`src/common/pin_mux_pkg.sv`:
```
package pin_mux_pkg;
    localparam int NUM_PINS = 21;
    localparam int PIN_IDX_W = 5;
    localparam int BANK_W = 8;
    localparam int RD_W = 16;
    localparam int ADDR_W = 7;
    localparam logic [7:0] BUS_CONFIG_CMD_CODE = 8'hC9;

    // --------
    // function codes and routing kinds
    // --------
    localparam logic [2:0] FN_PRIMARY = 3'h0;
    localparam logic [2:0] FN_BANK_ZERO = 3'h1;
    localparam logic [2:0] FN_BANK_ONE = 3'h2;
    localparam logic [2:0] FN_SYNC = 3'h3;
    localparam logic [2:0] FN_ALT4 = 3'h4;
    localparam logic [2:0] FN_ALT5 = 3'h5;
    localparam logic [2:0] FN_ALT6 = 3'h6;

    typedef enum logic [3:0] {
        K_NONE = 4'h0, K_PRIM = 4'h1, K_G0 = 4'h2, K_G1 = 4'h3, K_SYNC = 4'h4,
        K_URX = 4'h5, K_UTX = 4'h6, K_SDA = 4'h7, K_SCL = 4'h8
    } route_kind_t;

    typedef struct packed {
        route_kind_t kind;
        logic [2:0] bit_sel;
    } route_t;

    localparam logic [1:0] PULL_NONE = 2'h0;
    localparam logic [1:0] PULL_UP = 2'h1;
    localparam logic [1:0] PULL_DOWN = 2'h2;

    typedef struct packed {
        logic [2:0] func;
        logic dir_out;
        logic open_drain;
        logic [1:0] pull;
        logic lock;
    } pin_cfg_t;

    typedef struct packed {
        logic [ADDR_W-1:0] base_addr;
        logic [3:0] offset_b;
        logic [3:0] offset_a;
        logic strap_en;
    } bus_config_t;

    // --------
    // pin table, index order is package pin order (index 0 lowest)
    // --------
    localparam int P_FAULT_A = 0;
    localparam int P_FAULT_B = 1;
    localparam int P_MON = 2;
    localparam int P_PWM5 = 9;
    localparam int P_PWM6 = 10;
    localparam int P_ALERT = 15;
    localparam int P_BUS_EN = 16;
    localparam int P_BUS_PG = 17;
    localparam int P_SYNC = 18;
    localparam logic [2:0] ALERT_ALT_BIT = 3'h7;
    localparam logic [2:0] BANK_BIT [NUM_PINS] = '{
        3'h2, 3'h2, 3'h3, 3'h6, 3'h7, 3'h5, 3'h7, 3'h1, 3'h2, 3'h3, 3'h4,
        3'h4, 3'h5, 3'h5, 3'h6, 3'h6, 3'h0, 3'h1, 3'h7, 3'h0, 3'h1};

    // strap resistance readings are in units of 10 ohm
    localparam logic [RD_W-1:0] NOM16 [16] = '{
        16'h004E, 16'h006E, 16'h0096, 16'h00CA, 16'h010E, 16'h0160, 16'h01D6,
        16'h025F, 16'h0320, 16'h03FC, 16'h0528, 16'h06B8, 16'h08C7, 16'h0B68,
        16'h0F3C, 16'h15E0};
    localparam logic [RD_W-1:0] NOM8 [8] = '{
        16'h0078, 16'h00B4, 16'h010E, 16'h0186, 16'h02A8, 16'h03E8, 16'h0708,
        16'h125C};

    function automatic route_t route_of(input int pin, input logic [2:0] fn);
        route_t r;
        r.bit_sel = BANK_BIT[pin];
        unique case (fn)
            FN_PRIMARY: r.kind = (pin == P_SYNC) ? K_NONE : K_PRIM;
            FN_BANK_ZERO: r.kind = K_G0;
            FN_BANK_ONE: r.kind = K_G1;
            FN_SYNC: r.kind = K_SYNC;
            default: r.kind = K_NONE;
        endcase
        if (fn == FN_ALT6 && pin == P_FAULT_A) r.kind = K_URX;
        if (fn == FN_ALT6 && pin == P_FAULT_B) r.kind = K_UTX;
        if (fn == FN_ALT5 && (pin == P_FAULT_A || pin == P_BUS_EN)) r.kind = K_SDA;
        if (fn == FN_ALT5 && (pin == P_FAULT_B || pin == P_BUS_PG)) r.kind = K_SCL;
        if (fn == FN_ALT4 && (pin == P_PWM5 || pin == P_BUS_EN)) r.kind = K_URX;
        if (fn == FN_ALT4 && (pin == P_PWM6 || pin == P_BUS_PG)) r.kind = K_UTX;
        if (pin == P_ALERT && (fn == FN_ALT4 || fn == FN_ALT5)) begin
            r.kind = (fn == FN_ALT4) ? K_G0 : K_G1;
            r.bit_sel = ALERT_ALT_BIT;
        end
        return r;
    endfunction
endpackage

```
`src/design/strap_decoder.sv`:
```
`timescale 1ns/1ps
module strap_decoder (
    input wire logic [pin_mux_pkg::RD_W-1:0] reading,
    input wire logic width_sel,
    output logic [3:0] level
);
    // band edges sit midway between neighbouring nominal resistances, so a
    // 1% part plus measurement error still lands in its own band
    logic [4:0] cnt16;
    logic [4:0] cnt8;
    logic [pin_mux_pkg::RD_W:0] edge_sum;

    always_comb begin
        cnt16 = 5'h00;
        cnt8 = 5'h00;
        edge_sum = '0;
        for (int i = 0; i < 15; i++) begin
            edge_sum = {1'b0, pin_mux_pkg::NOM16[i]} + {1'b0, pin_mux_pkg::NOM16[i+1]};
            if ({1'b0, reading} <= (edge_sum >> 1)) cnt16 = cnt16 + 5'h01;
        end
        for (int i = 0; i < 7; i++) begin
            edge_sum = {1'b0, pin_mux_pkg::NOM8[i]} + {1'b0, pin_mux_pkg::NOM8[i+1]};
            if ({1'b0, reading} <= (edge_sum >> 1)) cnt8 = cnt8 + 5'h01;
        end
    end

    assign level = width_sel ? cnt8[3:0] : cnt16[3:0];
endmodule

```
`src/design/pin_mux_strap.sv`:
```
`timescale 1ns/1ps
module pin_mux_strap #(
    parameter bit TWO_STRAP_PINS = 1'b1
) (
    input wire logic mclk,
    input wire logic reset_n,
    input wire logic otp_rec_valid,
    input wire logic [7:0] otp_rec_code,
    input wire pin_mux_pkg::bus_config_t otp_rec_data,
    input wire logic otp_load_done,
    input wire logic strap_decode_width_select,
    input wire logic mon_as_strap,
    input wire logic strap_meas_valid,
    input wire logic [pin_mux_pkg::RD_W-1:0] addr_strap_pin_a,
    input wire logic [pin_mux_pkg::RD_W-1:0] addr_strap_pin_b,
    input wire logic [pin_mux_pkg::RD_W-1:0] mon_reading,
    output logic strap_meas_req,
    output logic [pin_mux_pkg::ADDR_W-1:0] slave_addr,
    output logic slave_addr_valid,
    input wire logic pin_cfg_wr,
    input wire logic [pin_mux_pkg::PIN_IDX_W-1:0] pin_cfg_sel,
    input wire pin_mux_pkg::pin_cfg_t pin_cfg_data,
    input wire logic [pin_mux_pkg::NUM_PINS-1:0] prim_out,
    input wire logic [pin_mux_pkg::NUM_PINS-1:0] prim_oe,
    input wire logic [pin_mux_pkg::BANK_W-1:0] io_bank_zero_out,
    input wire logic [pin_mux_pkg::BANK_W-1:0] io_bank_one_out,
    input wire logic sync_out,
    input wire logic sync_out_en,
    input wire logic serial_tx,
    input wire logic aux_i2c_data_low,
    input wire logic aux_i2c_clock_low,
    input wire logic [pin_mux_pkg::NUM_PINS-1:0] pad_in,
    output logic [pin_mux_pkg::NUM_PINS-1:0] pad_out,
    output logic [pin_mux_pkg::NUM_PINS-1:0] pad_oe,
    output logic [pin_mux_pkg::NUM_PINS-1:0] pad_pull_up,
    output logic [pin_mux_pkg::NUM_PINS-1:0] pad_pull_down,
    output logic [pin_mux_pkg::NUM_PINS-1:0] pad_level,
    output logic [pin_mux_pkg::BANK_W-1:0] io_bank_zero_in,
    output logic [pin_mux_pkg::BANK_W-1:0] io_bank_one_in,
    output logic sync_in,
    output logic serial_rx,
    output logic aux_i2c_data_in,
    output logic aux_i2c_clock_in,
    output logic current_monitor_pin_analog
);
    localparam int N = pin_mux_pkg::NUM_PINS;

    // --------
    // initialisation sequence
    // --------
    typedef enum logic [2:0] {
        ST_LOAD = 3'b001, ST_MEASURE = 3'b010, ST_READY = 3'b100
    } init_state_t;

    init_state_t state_r, state_nxt;
    pin_mux_pkg::bus_config_t cfg_r;
    logic width_r;
    logic mon_strap_r;
    logic [3:0] lvl_a_r, lvl_b_r;
    logic [3:0] lvl_a, lvl_b;
    logic [pin_mux_pkg::RD_W-1:0] reading_b;
    logic [7:0] offset;
    logic [7:0] addr_sum;
    logic cfg_hit;
    logic use_b;

    // the bus config is only ever taken from the stored image during load,
    // so a new setting needs storing and a power cycle before it shows
    assign cfg_hit = (state_r == ST_LOAD) && otp_rec_valid &&
                     (otp_rec_code == pin_mux_pkg::BUS_CONFIG_CMD_CODE);
    assign use_b = TWO_STRAP_PINS || mon_strap_r;
    assign reading_b = TWO_STRAP_PINS ? addr_strap_pin_b : mon_reading;

    strap_decoder u_dec_a (
        .reading(addr_strap_pin_a),
        .width_sel(width_r),
        .level(lvl_a)
    );

    strap_decoder u_dec_b (
        .reading(reading_b),
        .width_sel(width_r),
        .level(lvl_b)
    );

    // second pin forms the upper digit of the offset
    assign offset = !cfg_r.strap_en ? {cfg_r.offset_b, cfg_r.offset_a} :
                    !use_b ? {4'h0, lvl_a_r} :
                    width_r ? {2'h0, lvl_b_r[2:0], lvl_a_r[2:0]} :
                    {lvl_b_r, lvl_a_r};
    assign addr_sum = {1'b0, cfg_r.base_addr} + offset;

    always_comb begin
        state_nxt = state_r;
        unique case (state_r)
            ST_LOAD: if (otp_load_done) begin
                state_nxt = cfg_r.strap_en ? ST_MEASURE : ST_READY;
            end
            ST_MEASURE: if (strap_meas_valid) begin
                state_nxt = ST_READY;
            end
            ST_READY: state_nxt = ST_READY;
            default: state_nxt = ST_LOAD;
        endcase
    end

    always_ff @(posedge mclk) begin
        if (!reset_n) begin
            state_r <= ST_LOAD;
            cfg_r <= '0;
            width_r <= 1'b0;
            mon_strap_r <= 1'b0;
        end else begin
            state_r <= state_nxt;
            if (cfg_hit) cfg_r <= otp_rec_data;
            if (state_r == ST_LOAD) begin
                width_r <= strap_decode_width_select;
                mon_strap_r <= mon_as_strap;
            end
        end
    end

    // straps are captured once; later pin changes are ignored until reset
    always_ff @(posedge mclk) begin
        if (!reset_n) begin
            lvl_a_r <= 4'h0;
            lvl_b_r <= 4'h0;
            strap_meas_req <= 1'b0;
            slave_addr <= '0;
            slave_addr_valid <= 1'b0;
        end else begin
            strap_meas_req <= (state_nxt == ST_MEASURE);
            if (state_r == ST_MEASURE && strap_meas_valid) begin
                lvl_a_r <= lvl_a;
                lvl_b_r <= lvl_b;
            end
            if (state_r == ST_READY && !slave_addr_valid) begin
                slave_addr <= addr_sum[pin_mux_pkg::ADDR_W-1:0];
                slave_addr_valid <= 1'b1;
            end
        end
    end

    // --------
    // per-pin configuration
    // --------
    pin_mux_pkg::pin_cfg_t pin_cfg_r [N];
    logic [N-1:0] cfg_we;

    always_ff @(posedge mclk) begin
        for (int i = 0; i < N; i++) begin
            if (!reset_n) begin
                pin_cfg_r[i] <= '0;
            end else if (cfg_we[i]) begin
                pin_cfg_r[i] <= pin_cfg_data;
            end
        end
    end

    // --------
    // pad input synchronisers
    // --------
    logic [N-1:0] sync1_r, sync2_r, sync3_r, level_r;

    always_ff @(posedge mclk) begin
        if (!reset_n) begin
            sync1_r <= '0;
            sync2_r <= '0;
            sync3_r <= '0;
            level_r <= '0;
        end else begin
            sync1_r <= pad_in;
            sync2_r <= sync1_r;
            sync3_r <= sync2_r;
            // a change counts only once the last two stages agree
            level_r <= (sync2_r & sync3_r) | (level_r & (sync2_r | sync3_r));
        end
    end

    // --------
    // routing
    // --------
    pin_mux_pkg::route_t rt [N];
    logic [N-1:0] out_nxt, oe_nxt, pu_nxt, pd_nxt;
    logic [pin_mux_pkg::BANK_W-1:0] g0_nxt, g1_nxt;
    logic sync_nxt, rx_nxt, sda_nxt, scl_nxt;

    genvar gi;
    generate
        for (gi = 0; gi < N; gi++) begin : g_pin
            assign rt[gi] = pin_mux_pkg::route_of(gi, pin_cfg_r[gi].func);
            assign cfg_we[gi] = pin_cfg_wr && (int'(pin_cfg_sel) == gi) &&
                                !pin_cfg_r[gi].lock;
        end
    endgenerate

    always_comb begin
        out_nxt = '0;
        oe_nxt = '0;
        pu_nxt = '0;
        pd_nxt = '0;
        for (int i = 0; i < N; i++) begin
            unique case (rt[i].kind)
                pin_mux_pkg::K_PRIM: begin
                    out_nxt[i] = prim_out[i];
                    oe_nxt[i] = prim_oe[i];
                end
                pin_mux_pkg::K_G0, pin_mux_pkg::K_G1: begin
                    out_nxt[i] = (rt[i].kind == pin_mux_pkg::K_G0) ?
                                 io_bank_zero_out[rt[i].bit_sel] :
                                 io_bank_one_out[rt[i].bit_sel];
                    if (pin_cfg_r[i].dir_out) begin
                        // open drain only ever pulls low
                        oe_nxt[i] = !pin_cfg_r[i].open_drain || !out_nxt[i];
                        if (pin_cfg_r[i].open_drain) out_nxt[i] = 1'b0;
                    end else begin
                        pu_nxt[i] = (pin_cfg_r[i].pull == pin_mux_pkg::PULL_UP);
                        pd_nxt[i] = (pin_cfg_r[i].pull == pin_mux_pkg::PULL_DOWN);
                    end
                end
                pin_mux_pkg::K_SYNC: begin
                    out_nxt[i] = sync_out;
                    oe_nxt[i] = sync_out_en;
                end
                pin_mux_pkg::K_UTX: begin
                    out_nxt[i] = serial_tx;
                    oe_nxt[i] = 1'b1;
                end
                pin_mux_pkg::K_SDA: oe_nxt[i] = aux_i2c_data_low;
                pin_mux_pkg::K_SCL: oe_nxt[i] = aux_i2c_clock_low;
                default: oe_nxt[i] = 1'b0;
            endcase
        end
    end

    // walk from the highest pin down so the lowest selecting pin wins
    always_comb begin
        g0_nxt = '0;
        g1_nxt = '0;
        sync_nxt = 1'b0;
        rx_nxt = 1'b1;
        sda_nxt = 1'b1;
        scl_nxt = 1'b1;
        for (int i = N - 1; i >= 0; i--) begin
            unique case (rt[i].kind)
                pin_mux_pkg::K_G0: g0_nxt[rt[i].bit_sel] = level_r[i];
                pin_mux_pkg::K_G1: g1_nxt[rt[i].bit_sel] = level_r[i];
                pin_mux_pkg::K_SYNC: sync_nxt = level_r[i];
                pin_mux_pkg::K_URX: rx_nxt = level_r[i];
                pin_mux_pkg::K_SDA: sda_nxt = level_r[i];
                pin_mux_pkg::K_SCL: scl_nxt = level_r[i];
                default: ;
            endcase
        end
    end

    always_ff @(posedge mclk) begin
        if (!reset_n) begin
            pad_out <= '0;
            pad_oe <= '0;
            pad_pull_up <= '0;
            pad_pull_down <= '0;
            pad_level <= '0;
            io_bank_zero_in <= '0;
            io_bank_one_in <= '0;
            sync_in <= 1'b0;
            serial_rx <= 1'b1;
            aux_i2c_data_in <= 1'b1;
            aux_i2c_clock_in <= 1'b1;
            current_monitor_pin_analog <= 1'b0;
        end else begin
            pad_out <= out_nxt;
            pad_oe <= oe_nxt;
            pad_pull_up <= pu_nxt;
            pad_pull_down <= pd_nxt;
            pad_level <= level_r;
            io_bank_zero_in <= g0_nxt;
            io_bank_one_in <= g1_nxt;
            sync_in <= sync_nxt;
            serial_rx <= rx_nxt;
            aux_i2c_data_in <= sda_nxt;
            aux_i2c_clock_in <= scl_nxt;
            // analog monitor path only when not borrowed as a strap input
            current_monitor_pin_analog <= (rt[pin_mux_pkg::P_MON].kind ==
                pin_mux_pkg::K_PRIM) && !(mon_strap_r && !TWO_STRAP_PINS);
        end
    end
endmodule

```
`config.mk`:
```
export PLATFORM = sky130hd
export DESIGN_NAME = pin_mux_strap
export DESIGN_NICKNAME = d
export VERILOG_FILES = /design/src/common/pin_mux_pkg.sv /design/src/design/strap_decoder.sv /design/src/design/pin_mux_strap.sv
export SDC_FILE = /design/constraint.sdc
export NUM_CORES = 1
export LEC_CHECK = 0
export BUFFER_PORTS_ARGS = -buffer_cell sky130_fd_sc_hd__buf_4
export CORE_UTILIZATION = 56
export DETAILED_ROUTE_END_ITERATION = 10
export PLACE_DENSITY = 0.79
export SYNTH_ARGS = -nofsm -noshare
export SYNTH_HDL_FRONTEND = slang
export SYNTH_SLANG_ARGS = --single-unit
export TNS_END_PERCENT = 10
```
`constraint.sdc`:
```
create_clock -name mclk -period 11.09 [get_ports mclk]
set_input_delay 2.218 -clock mclk [delete_from_list [all_inputs] [get_ports mclk]]
set_output_delay 2.218 -clock mclk [all_outputs]
set_load 0.1 [all_outputs]
```
After elaboration in Yosys (flattened, before gate mapping)
Memory sizes are Yosys's and may differ from the RTL's.
Index checks and enable logic that the tools add are counted.
{"block": "totals", "elab_cells": 1138, "memories": 1, "register_bits": 245, "in_bits": 177, "out_inout_bits": 135, "ram_bits": 168}
{"name": "pin_cfg_r", "depth": 21, "width": 8, "rd": 21, "rd_clocked_by_memory_dff": 0, "wr": 21, "line_no": "pin_mux_strap.sv:147", "text": "pin_mux_pkg::pin_cfg_t pin_cfg_r [N];"}
{"block": "classes", "n_reduce_logical": 196, "magnitude_cmp": 46, "add_sub_neg": 41, "bitwise_logic": 47, "n_mux": 430, "n_eq_ne": 310}
{"op": "$eq A3 B3 Y1 const B", "n": 89}
{"op": "$eq A3 B2 Y1 const B", "n": 82}
{"op": "$mux W1", "n": 244}
{"op": "$pmux W3 S4", "n": 20}
{"op": "$mux W8", "n": 29}
{"op": "$le A16 B10 Y1 const B", "n": 10}
{"op": "$le A16 B8 Y1 const B", "n": 10}
{"op": "$le A16 B11 Y1 const B", "n": 8}
{"op": "$pmux W1 S6", "n": 21}
{"op": "$eq A3 B1 Y1 const B", "n": 41}
{"op": "$mux W3", "n": 35}
{"op": "$mux W4", "n": 26}
{"op": "$le A16 B12 Y1 const B", "n": 6}
{"op": "$le A16 B9 Y1 const B", "n": 6}
{"op": "$pmux W1 S4", "n": 21}
{"op": "$eq A3 B4 Y1 const B", "n": 19}
{"op": "$eq A5 B5 Y1 const B", "n": 13}
{"op": "$add A4 B1 Y4 const B", "n": 16}
{"op": "$logic_not A1 Y1", "n": 64}
{"op": "$reduce_or A3 Y1", "n": 21}
{"op": "$logic_not A3 Y1", "n": 20}
{"op": "$add A3 B1 Y3 const B", "n": 16}
{"op": "$logic_and A1 B1 Y1", "n": 47}
{"op": "$and A21 B21 Y21", "n": 2}
{"op": "other kinds (31)", "n": 204}

Longest topological paths before layout
Gate-level depths: netlist of run 1.
{"block": "depth", "ltp_word": 31, "ltp_mapped": 46, "mapped_depth_nobuf": 44}

Modules after synthesis
From an unflattened synthesis of run 1, not the netlist that was laid out.
{"block": "unflattened", "hier_cells": 2295, "area_unflattened_um2": 21993.6}
{"mod": "pin_mux_strap", "cells_each": 1569, "n_inst": 1, "seq_area_each_um2": 9949.5, "area_per_inst_um2": 16952.5}
{"mod": "strap_decoder at u_dec_a", "cells_each": 372, "n_inst": 1, "seq_area_each_um2": 0.0, "area_per_inst_um2": 2586.2}
{"mod": "strap_decoder at u_dec_b", "cells_each": 354, "n_inst": 1, "seq_area_each_um2": 0.0, "area_per_inst_um2": 2454.9}

Worst setup path before layout of run 1
OpenSTA, ideal clock, no wires.
{"block": "synth_path", "path_kind": "input port to flip-flop", "from": "input addr_strap_pin_b[14] in the netlist's numbering", "to": "register lvl_b_r[2]", "required_ps": 11004, "path_stages": 40, "n_path_buf": 0, "setup_time_ps": 86, "t_arrival_ps": 10199, "slack_ps": 806, "path_cell_list": "nor4_1 -> nand3_1 -> or3_1 -> ha_1 -> xor2_1 -> ha_1 -> nor3b_1 -> or2_2 -> ha_1 -> nand2b_1 -> o31ai_1 -> inv_1 -> ha_1 -> mux2_2 -> ha_1 -> a21o_1 -> ha_1 -> mux2_2 -> [... 4 more ...] -> nand2_1 -> o31ai_1 -> ha_1 -> mux2_2 -> ha_1 -> inv_1 -> mux2i_1 -> ha_1 -> nor2_1 -> a31oi_1 -> ha_1 -> mux2_2 -> ha_1 -> and3_1 -> xnor2_1 -> nor2_1 -> a21oi_1 -> a211oi_1"}
{"block": "synth_via", "elab_chain_len": 31, "word_cells_on_any_way": 65, "classes_between": "20 x add/sub; 22 x order compare; 23 x mux"}
{"item": "from (decl)", "line_no": "pin_mux_strap.sv:15", "text": "input wire logic [pin_mux_pkg::RD_W-1:0] addr_strap_pin_b,"}
{"item": "$le A16 B7 Y1", "line_no": "strap_decoder.sv:19", "text": "if ({1'b0, reading} <= (edge_sum >> 1)) cnt16 = cnt16 + 5'h01;"}
{"item": "$mux W1", "line_no": "strap_decoder.sv:19"}
{"item": "$add A1 B1 Y2", "line_no": "strap_decoder.sv:19"}
{"item": "$mux W2", "line_no": "strap_decoder.sv:19"}
{"item": "$add A2 B1 Y3", "line_no": "strap_decoder.sv:19"}
{"item": "$mux W3", "line_no": "strap_decoder.sv:19"}
{"item": "$add A3 B1 Y3", "line_no": "strap_decoder.sv:19"}
{"item": "$mux W3", "line_no": "strap_decoder.sv:19"}
{"item": "[... 15 more ...]"}
{"item": "$mux W3", "line_no": "strap_decoder.sv:19"}
{"item": "$add A3 B1 Y3", "line_no": "strap_decoder.sv:19"}
{"item": "$mux W3", "line_no": "strap_decoder.sv:19"}
{"item": "$add A3 B1 Y3", "line_no": "strap_decoder.sv:19"}
{"item": "$mux W3", "line_no": "strap_decoder.sv:19"}
{"item": "$add A3 B1 Y3", "line_no": "strap_decoder.sv:19"}
{"item": "$mux W3", "line_no": "strap_decoder.sv:19"}
{"item": "$mux W3 (*)", "line_no": "strap_decoder.sv:27", "text": "assign level = width_sel ? cnt8[3:0] : cnt16[3:0];"}
{"item": "to (signal assigned)", "line_no": "pin_mux_strap.sv:135", "text": "lvl_b_r <= lvl_b;"}
{"item": "to (decl)", "line_no": "pin_mux_strap.sv:59", "text": "logic [3:0] lvl_a_r, lvl_b_r;"}
Mark *: on every way between the ends. The rest lies on a longest branch, timed or not.
A chain may end at the register's enable or synchronous reset.

Worst setup path in the final report of run 1
Ends and elaborated chain as after synthesis.

==> results of run 1 <==
## flip-flops by register name (all words and copies together) (netlist names), 3 cells and up
register and flops:
pin_cfg_r 168, io_bank_one_in 8, sync3_r 21, state_r 3, cfg_r 15, pad_level 21
pad_oe 21, lvl_b_r 3, lvl_a_r 4, pad_out 21, pad_pull_down 21, pad_pull_up 21
slave_addr 7, sync1_r 21, level_r 21, sync2_r 21, io_bank_zero_in 8
## cells by family (layout without fill, tap and decap cells)
logic type	Yosys count	in the layout	share of synthesized area (%)
compound gates	381	381	12.25
xor+xnor	96	96	4.695
fa+ha+maj	47	47	2.850
buf+inv	176	451	3.216
flops	413	413	47.62
mux	70	70	3.509
other cells	0	1	0
simple gates	993	993	25.86
## per-stage QoR
step / worst slack (ps) / util [%]
after floorplan: 805.9 / -
after global placement: 315.6 / 63.65
after detailed placement: 79.59 / 63.65
after CTS: 621.2 / 67.35
after global routing: 277.3 / 67.35
final: 636.2 / 67.36
## metal layers
layer | share of wire [%] | global-route usage [%]
met5 | 0 | 0
met4 | 4.4 | 14.20
met3 | 8.0 | 5.440
met2 | 47 | 49.74
met1 | 40 | 37.99
## layout by cell type, fill, tap and decap left out, types with 69 or more instances in the layout
cell type,synthesis,routed
a21oi_1,91,91
nand3_1,69,69
nor2_1,168,168
dfxtp_1,245,245
inv_1,71,71
o21ai_0,74,74
nand2_1,184,184
and2_1,258,258
buf_4,0,301
edfxtp_1,168,168
## worst max-delay path, delay by kind of cell
family / cells / cell delay [ps]
adder cells (fa/ha/maj): 13 / 3800
AND/OR/NAND/NOR: 10 / 2300
multiplexers: 5 / 1150
AO/OA/AOI/OAI: 7 / 770
buffers and inverters: 4 / 340
XOR/XNOR: 2 / 310
## area by class of cell
class	instances	area (um2)
Sequential cell	413	9950
Fill cell	2854	11980
Timing Repair Buffer	301	2260
Clock inverter	19	168.9
Clock buffer	56	1189
Inverter	75	284.0
Antenna cell	1	2.502
Tap cell	468	585.6
Multi-Input combinational cell	1587	10280
## power by group
part	switching [W]	internal [W]	total (W)
sequential	0.0000354	0.00162	0.00166
combinational	0.000241	0.000113	0.000354
clock	0.000590	0.000805	0.00140
total	0.000866	0.00254	0.00341
## worst paths after layout
check | endpoint | slack [ps] | cells after the start
worst min-delay path | sync2_r[17] | 420 | 1
worst max-delay path | lvl_b_r[2] | 640 | 41
worst min register to register | sync2_r[17] | 420 | 1
worst max register to register | sync_in | 8050 | 12
==> impl_metrics.py, run 1 <==
metrics = {
    "run_status": {
        "outcome": "finished, final reports clean",
    },
    "place": {
        "dpl_cell_area_um2": 23360,
        "routabilityCongestion": 0.9070,
        "io_buffers": 291,
        "dp_cells": 2844,
        "hpwl_mm": 42.02,
    },
    "pwr": {
        "powerDensity_nw_per_um2": 137.9,
        "total_leakage_power_nw": 10.35,
        "finalPower_w": 0.003408,
        "vdd_drop_max_mv": 0.1226,
    },
    "yosys": {
        "synth.cells.most_frequent": "258 x and2_1, 245 x dfxtp_1, 184 x nand2_1",
        "synth.most_common_cell": "and2_1",
        "synth_area_per_cell_um2": 9.603,
        "ys_warn_count": 0,
        "async_flop_share_pct": 0,
        "synth_largest_area_cell": "edfxtp_1",
        "synth.cell_area_um2": 20900,
        "syn_nets": 2400,
        "yosysTopAreaCellShare_pct": 24.14,
        "synth_cells": 2176,
        "ys_seq_area_share_pct": 47.62,
        "synth_seq_cells": 413,
        "synthDistinctLibCells": 91,
        "ys_top_cells_by_area": "edfxtp_1 24%, dfxtp_1 23%, and2_1 7.7%",
        "synth_ff_type": "dfxtp_1",
        "synth_edf_count": 168,
    },
    "floorplan": {
        "coreArea_um2": 36700,
        "dieArea_um2": 38090,
        "start_util_pct": 56.94,
        "die_x_um": 195.2,
        "io_pins": 312,
        "placementRows": 70,
        "die_h_um": 195.2,
    },
    "setup_path": {
        "r2r_start": "level_r[20]",
        "cp_slowest_cell": "nor4_1",
        "crit_path_end_kind": "flop",
        "crit_path_frequent_cell": "ha_1",
        "start_kind": "input pin",
        "slowest_delay_ps": 500,
        "crit_arrival_ps": 10920,
        "required_ps": 11560,
        "crit_path_max_fanout": 7,
        "crit_start": "addr_strap_pin_b[14]",
        "crit_type": "input pin to flop",
    },
    "job": {
        "drv_cap": 0,
    },
    "clock_network": {
        "cts_root_buffer": "clkbuf_16",
        "insertion_delay_ps": 560,
        "clkSinkCount": 413,
        "path_clk_slew_ps": 70,
        "cts_setup_buffers": 0,
        "ctsResizeCount": 0,
        "cts_hold_buf": 0,
        "cts_tree": "built",
        "h-tree-depth": 2,
        "clock_tree.buffer_depth": 3,
        "cts_made_buffers": 42,
    },
    "detailed_routing": {
        "vias_per_cell": 5.914,
        "dr.pass1.iters": 6,
        "postRouteAntennaNets": 0,
        "drt-total-wl_mm": 58.25,
        "drt_iter0_markers": 1219,
        "wl_per_cell_um": 19.95,
        "vias": 17270,
        "drc_errors": 0,
    },
    "timing": {
        "worst_slew_pin_slew_ps": 1239,
        "final.setup.tns_ps": 0,
        "finalCritPeriodShare_pct": 94.26,
        "whs_ps": 419.6,
        "maxSlewHeadroom_pct": 16.67,
        "min_period_ps": 10450,
        "rsz0062_at_grt": "false",
        "slew_viol_final": 0,
        "fin_skew_ps": 12.21,
        "max_freq_mhz": 95.66,
        "hold_viol_final": 0,
        "setup_viol": 0,
    },
    "global_routing": {
        "grt_overflow_total": 0,
        "grt_pass1_wl_mm": 88.95,
        "antenna_found_initial": 3,
        "grt_pass1_vias": 16670,
        "grt_max_degree": 89,
        "grt_usage_pct": 30.01,
    },
    "cells_and_area": {
        "syn_to_final_growth_pct": 18.30,
        "final_nets": 2644,
        "drive_gt1_share_pct": 17.83,
        "fin_cells": 2920,
        "final_area_um2": 24720,
    },
    "worst_hold_path": {
        "min_from": "sync1_r[17]",
        "hp-class": "flop to flop",
    },
}
Note: power is estimated with default switching activity, not from simulation.
==> run 2: changes to the inputs <==
PLACE_DENSITY = 0.86   (was 0.79)
==> impl_metrics.py, run 2 (synthesized netlist as in run 1, its figures left out) <==
metrics = {
    "run_status": {
        "outcome": "finished, final reports clean",
    },
    "worst_hold_path": {
        "hp-class": "flop to flop",
    },
    "cells_and_area": {
        "drive_gt1_share_pct": 17.64,
        "regMostFlops": "pin_cfg_r",
        "nFillCells": 2778,
        "layout_common_cells": "300 x buf_4, 258 x and2_1, 245 x dfxtp_1, 184 x nand2_1",
        "final_util_pct": 67.49,
        "layout_commonest_cell": "buf_4",
        "fin_cells": 2925,
        "syn_to_final_growth_pct": 18.54,
        "largest_reg_flops": 168,
        "final_nets": 2644,
    },
    "setup_path": {
        "crit_arrival_ps": 10850,
        "start_kind": "input pin",
        "crit_family": "adder cells",
        "crit_path_max_fanout": 7,
        "required_ps": 11550,
        "cp_slowest_cell": "nor4_1",
        "crit_type": "input pin to flop",
        "slowest_delay_ps": 480,
        "path_buf_inv": 4,
        "crit_path_frequent_cell": "ha_1",
        "crit_path_end_kind": "flop",
    },
    "timing": {
        "setup_viol": 0,
        "maxSlewHeadroom_pct": 11.98,
        "min_period_ps": 10390,
        "slew_viol_final": 0,
        "rsz0062_at_grt": "false",
        "worst_slew_pin_slew_ps": 1309,
        "fin_skew_ps": 18.87,
        "max_freq_mhz": 96.23,
        "finalCritPeriodShare_pct": 93.70,
        "final.setup.tns_ps": 0,
        "hold_viol_final": 0,
    },
    "detailed_routing": {
        "postRouteAntennaNets": 0,
        "drt-total-wl_mm": 59.87,
        "vias_per_cell": 6.006,
        "vias": 17570,
        "drc_errors": 0,
        "dr.pass1.iters": 5,
        "wl_per_cell_um": 20.47,
        "drt_iter0_markers": 1390,
    },
    "clock_network": {
        "cts_tree": "built",
        "cts_root_buffer": "clkbuf_16",
        "cts_setup_buffers": 0,
        "insertion_delay_ps": 570,
        "clkSinkCount": 413,
        "clock_tree.buffer_depth": 3,
        "cts_made_buffers": 43,
        "h-tree-depth": 2,
        "cts_hold_buf": 0,
        "path_clk_slew_ps": 60,
        "ctsResizeCount": 0,
    },
    "place": {
        "dp_cells": 2843,
        "io_buffers": 291,
        "hpwl_mm": 42.61,
        "routabilityCongestion": 0.9334,
    },
    "pwr": {
        "vdd_drop_max_mv": 0.1347,
        "powerDensity_nw_per_um2": 139.8,
        "total_leakage_power_nw": 10.36,
    },
    "global_routing": {
        "grt_pass1_wl_mm": 92.10,
        "grt_pass1_vias": 17210,
        "grt_usage_pct": 31.08,
        "grt_max_degree": 76,
        "grt_overflow_total": 0,
        "antenna_found_initial": 3,
    },
    "floorplan": {
        "die_x_um": 195.2,
        "io_pins": 312,
        "die_h_um": 195.2,
        "dieArea_um2": 38090,
        "start_util_pct": 56.94,
        "placementRows": 70,
        "coreArea_um2": 36700,
    },
    "job": {
        "drv_cap": 0,
    },
}
## run 2: cell types whose count changed in the layout (fill, tap and decap cells not counted), sizes merged
cell      delta
diode        +2
clkinvlp     -1
buf          -1
inv          +1
clkbuf       +8
clkinv       -5
bufinv       +1
## run 2: per-layer routing
metal	vias up	GRT usage, %	share of wire [%]
met5	-	0	0
li1	8185	-	-
met3	197	5.769	8.3
met2	845	51.79	47
met1	8342	37.44	38
met4	0	18.87	6.1
## run 2: path summary, 6_finish.rpt
| check | startpoint | end | slack [ps] | depth (start not counted) |
|---|---|---|---|---|
| worst max-delay path | addr_strap_pin_b[14] | lvl_b_r[2] | 700 | 41 |
| worst min-delay path | sync1_r[10] | sync2_r[10] | 430 | 1 |
| worst max register to register | level_r[20] | sync_in | 8010 | 12 |
| worst min register to register | sync1_r[10] | sync2_r[10] | 430 | 1 |
## run 2: layout make-up
cell class	instances	area [um2]	share of cell area [%]
antenna	3	7.507	0.03031
clock buffer	64	1225	4.945
clock inverter	15	185.2	0.7476
inverter	75	284.0	1.147
multi-input combinational	1587	10280	41.50
sequential	413	9950	40.17
tap	468	585.6	2.364
timing repair buffer	300	2252	9.093
## run 2: through the flow
step / setup slack (ps) / instance area (um2) / power (W) / hold slack, ps
6_report: 698.6 / 24770 / 0.003462 / 427.6
4_1_cts: 709.4 / 24760 / 0.003467 / 435.1
3_5_place_dp: 143.0 / 23350 / 0.002041 / 421.2
3_3_place_gp: 351.7 / 23350 / 0.002033 / 417.8
2_1_floorplan: 805.9 / 20900 / 0.001907 / 406.5
5_1_grt: 186.8 / 24760 / 0.003558 / 444.9
## run 2: power by group
part	total, W	internal [W]	switching (W)	leakage, nW
registers	0.00166	0.00162	0.0000366	3.73
logic	0.000357	0.000113	0.000244	5.94
clock network	0.00144	0.000841	0.000603	0.690
total	0.00346	0.00258	0.000884	10.4
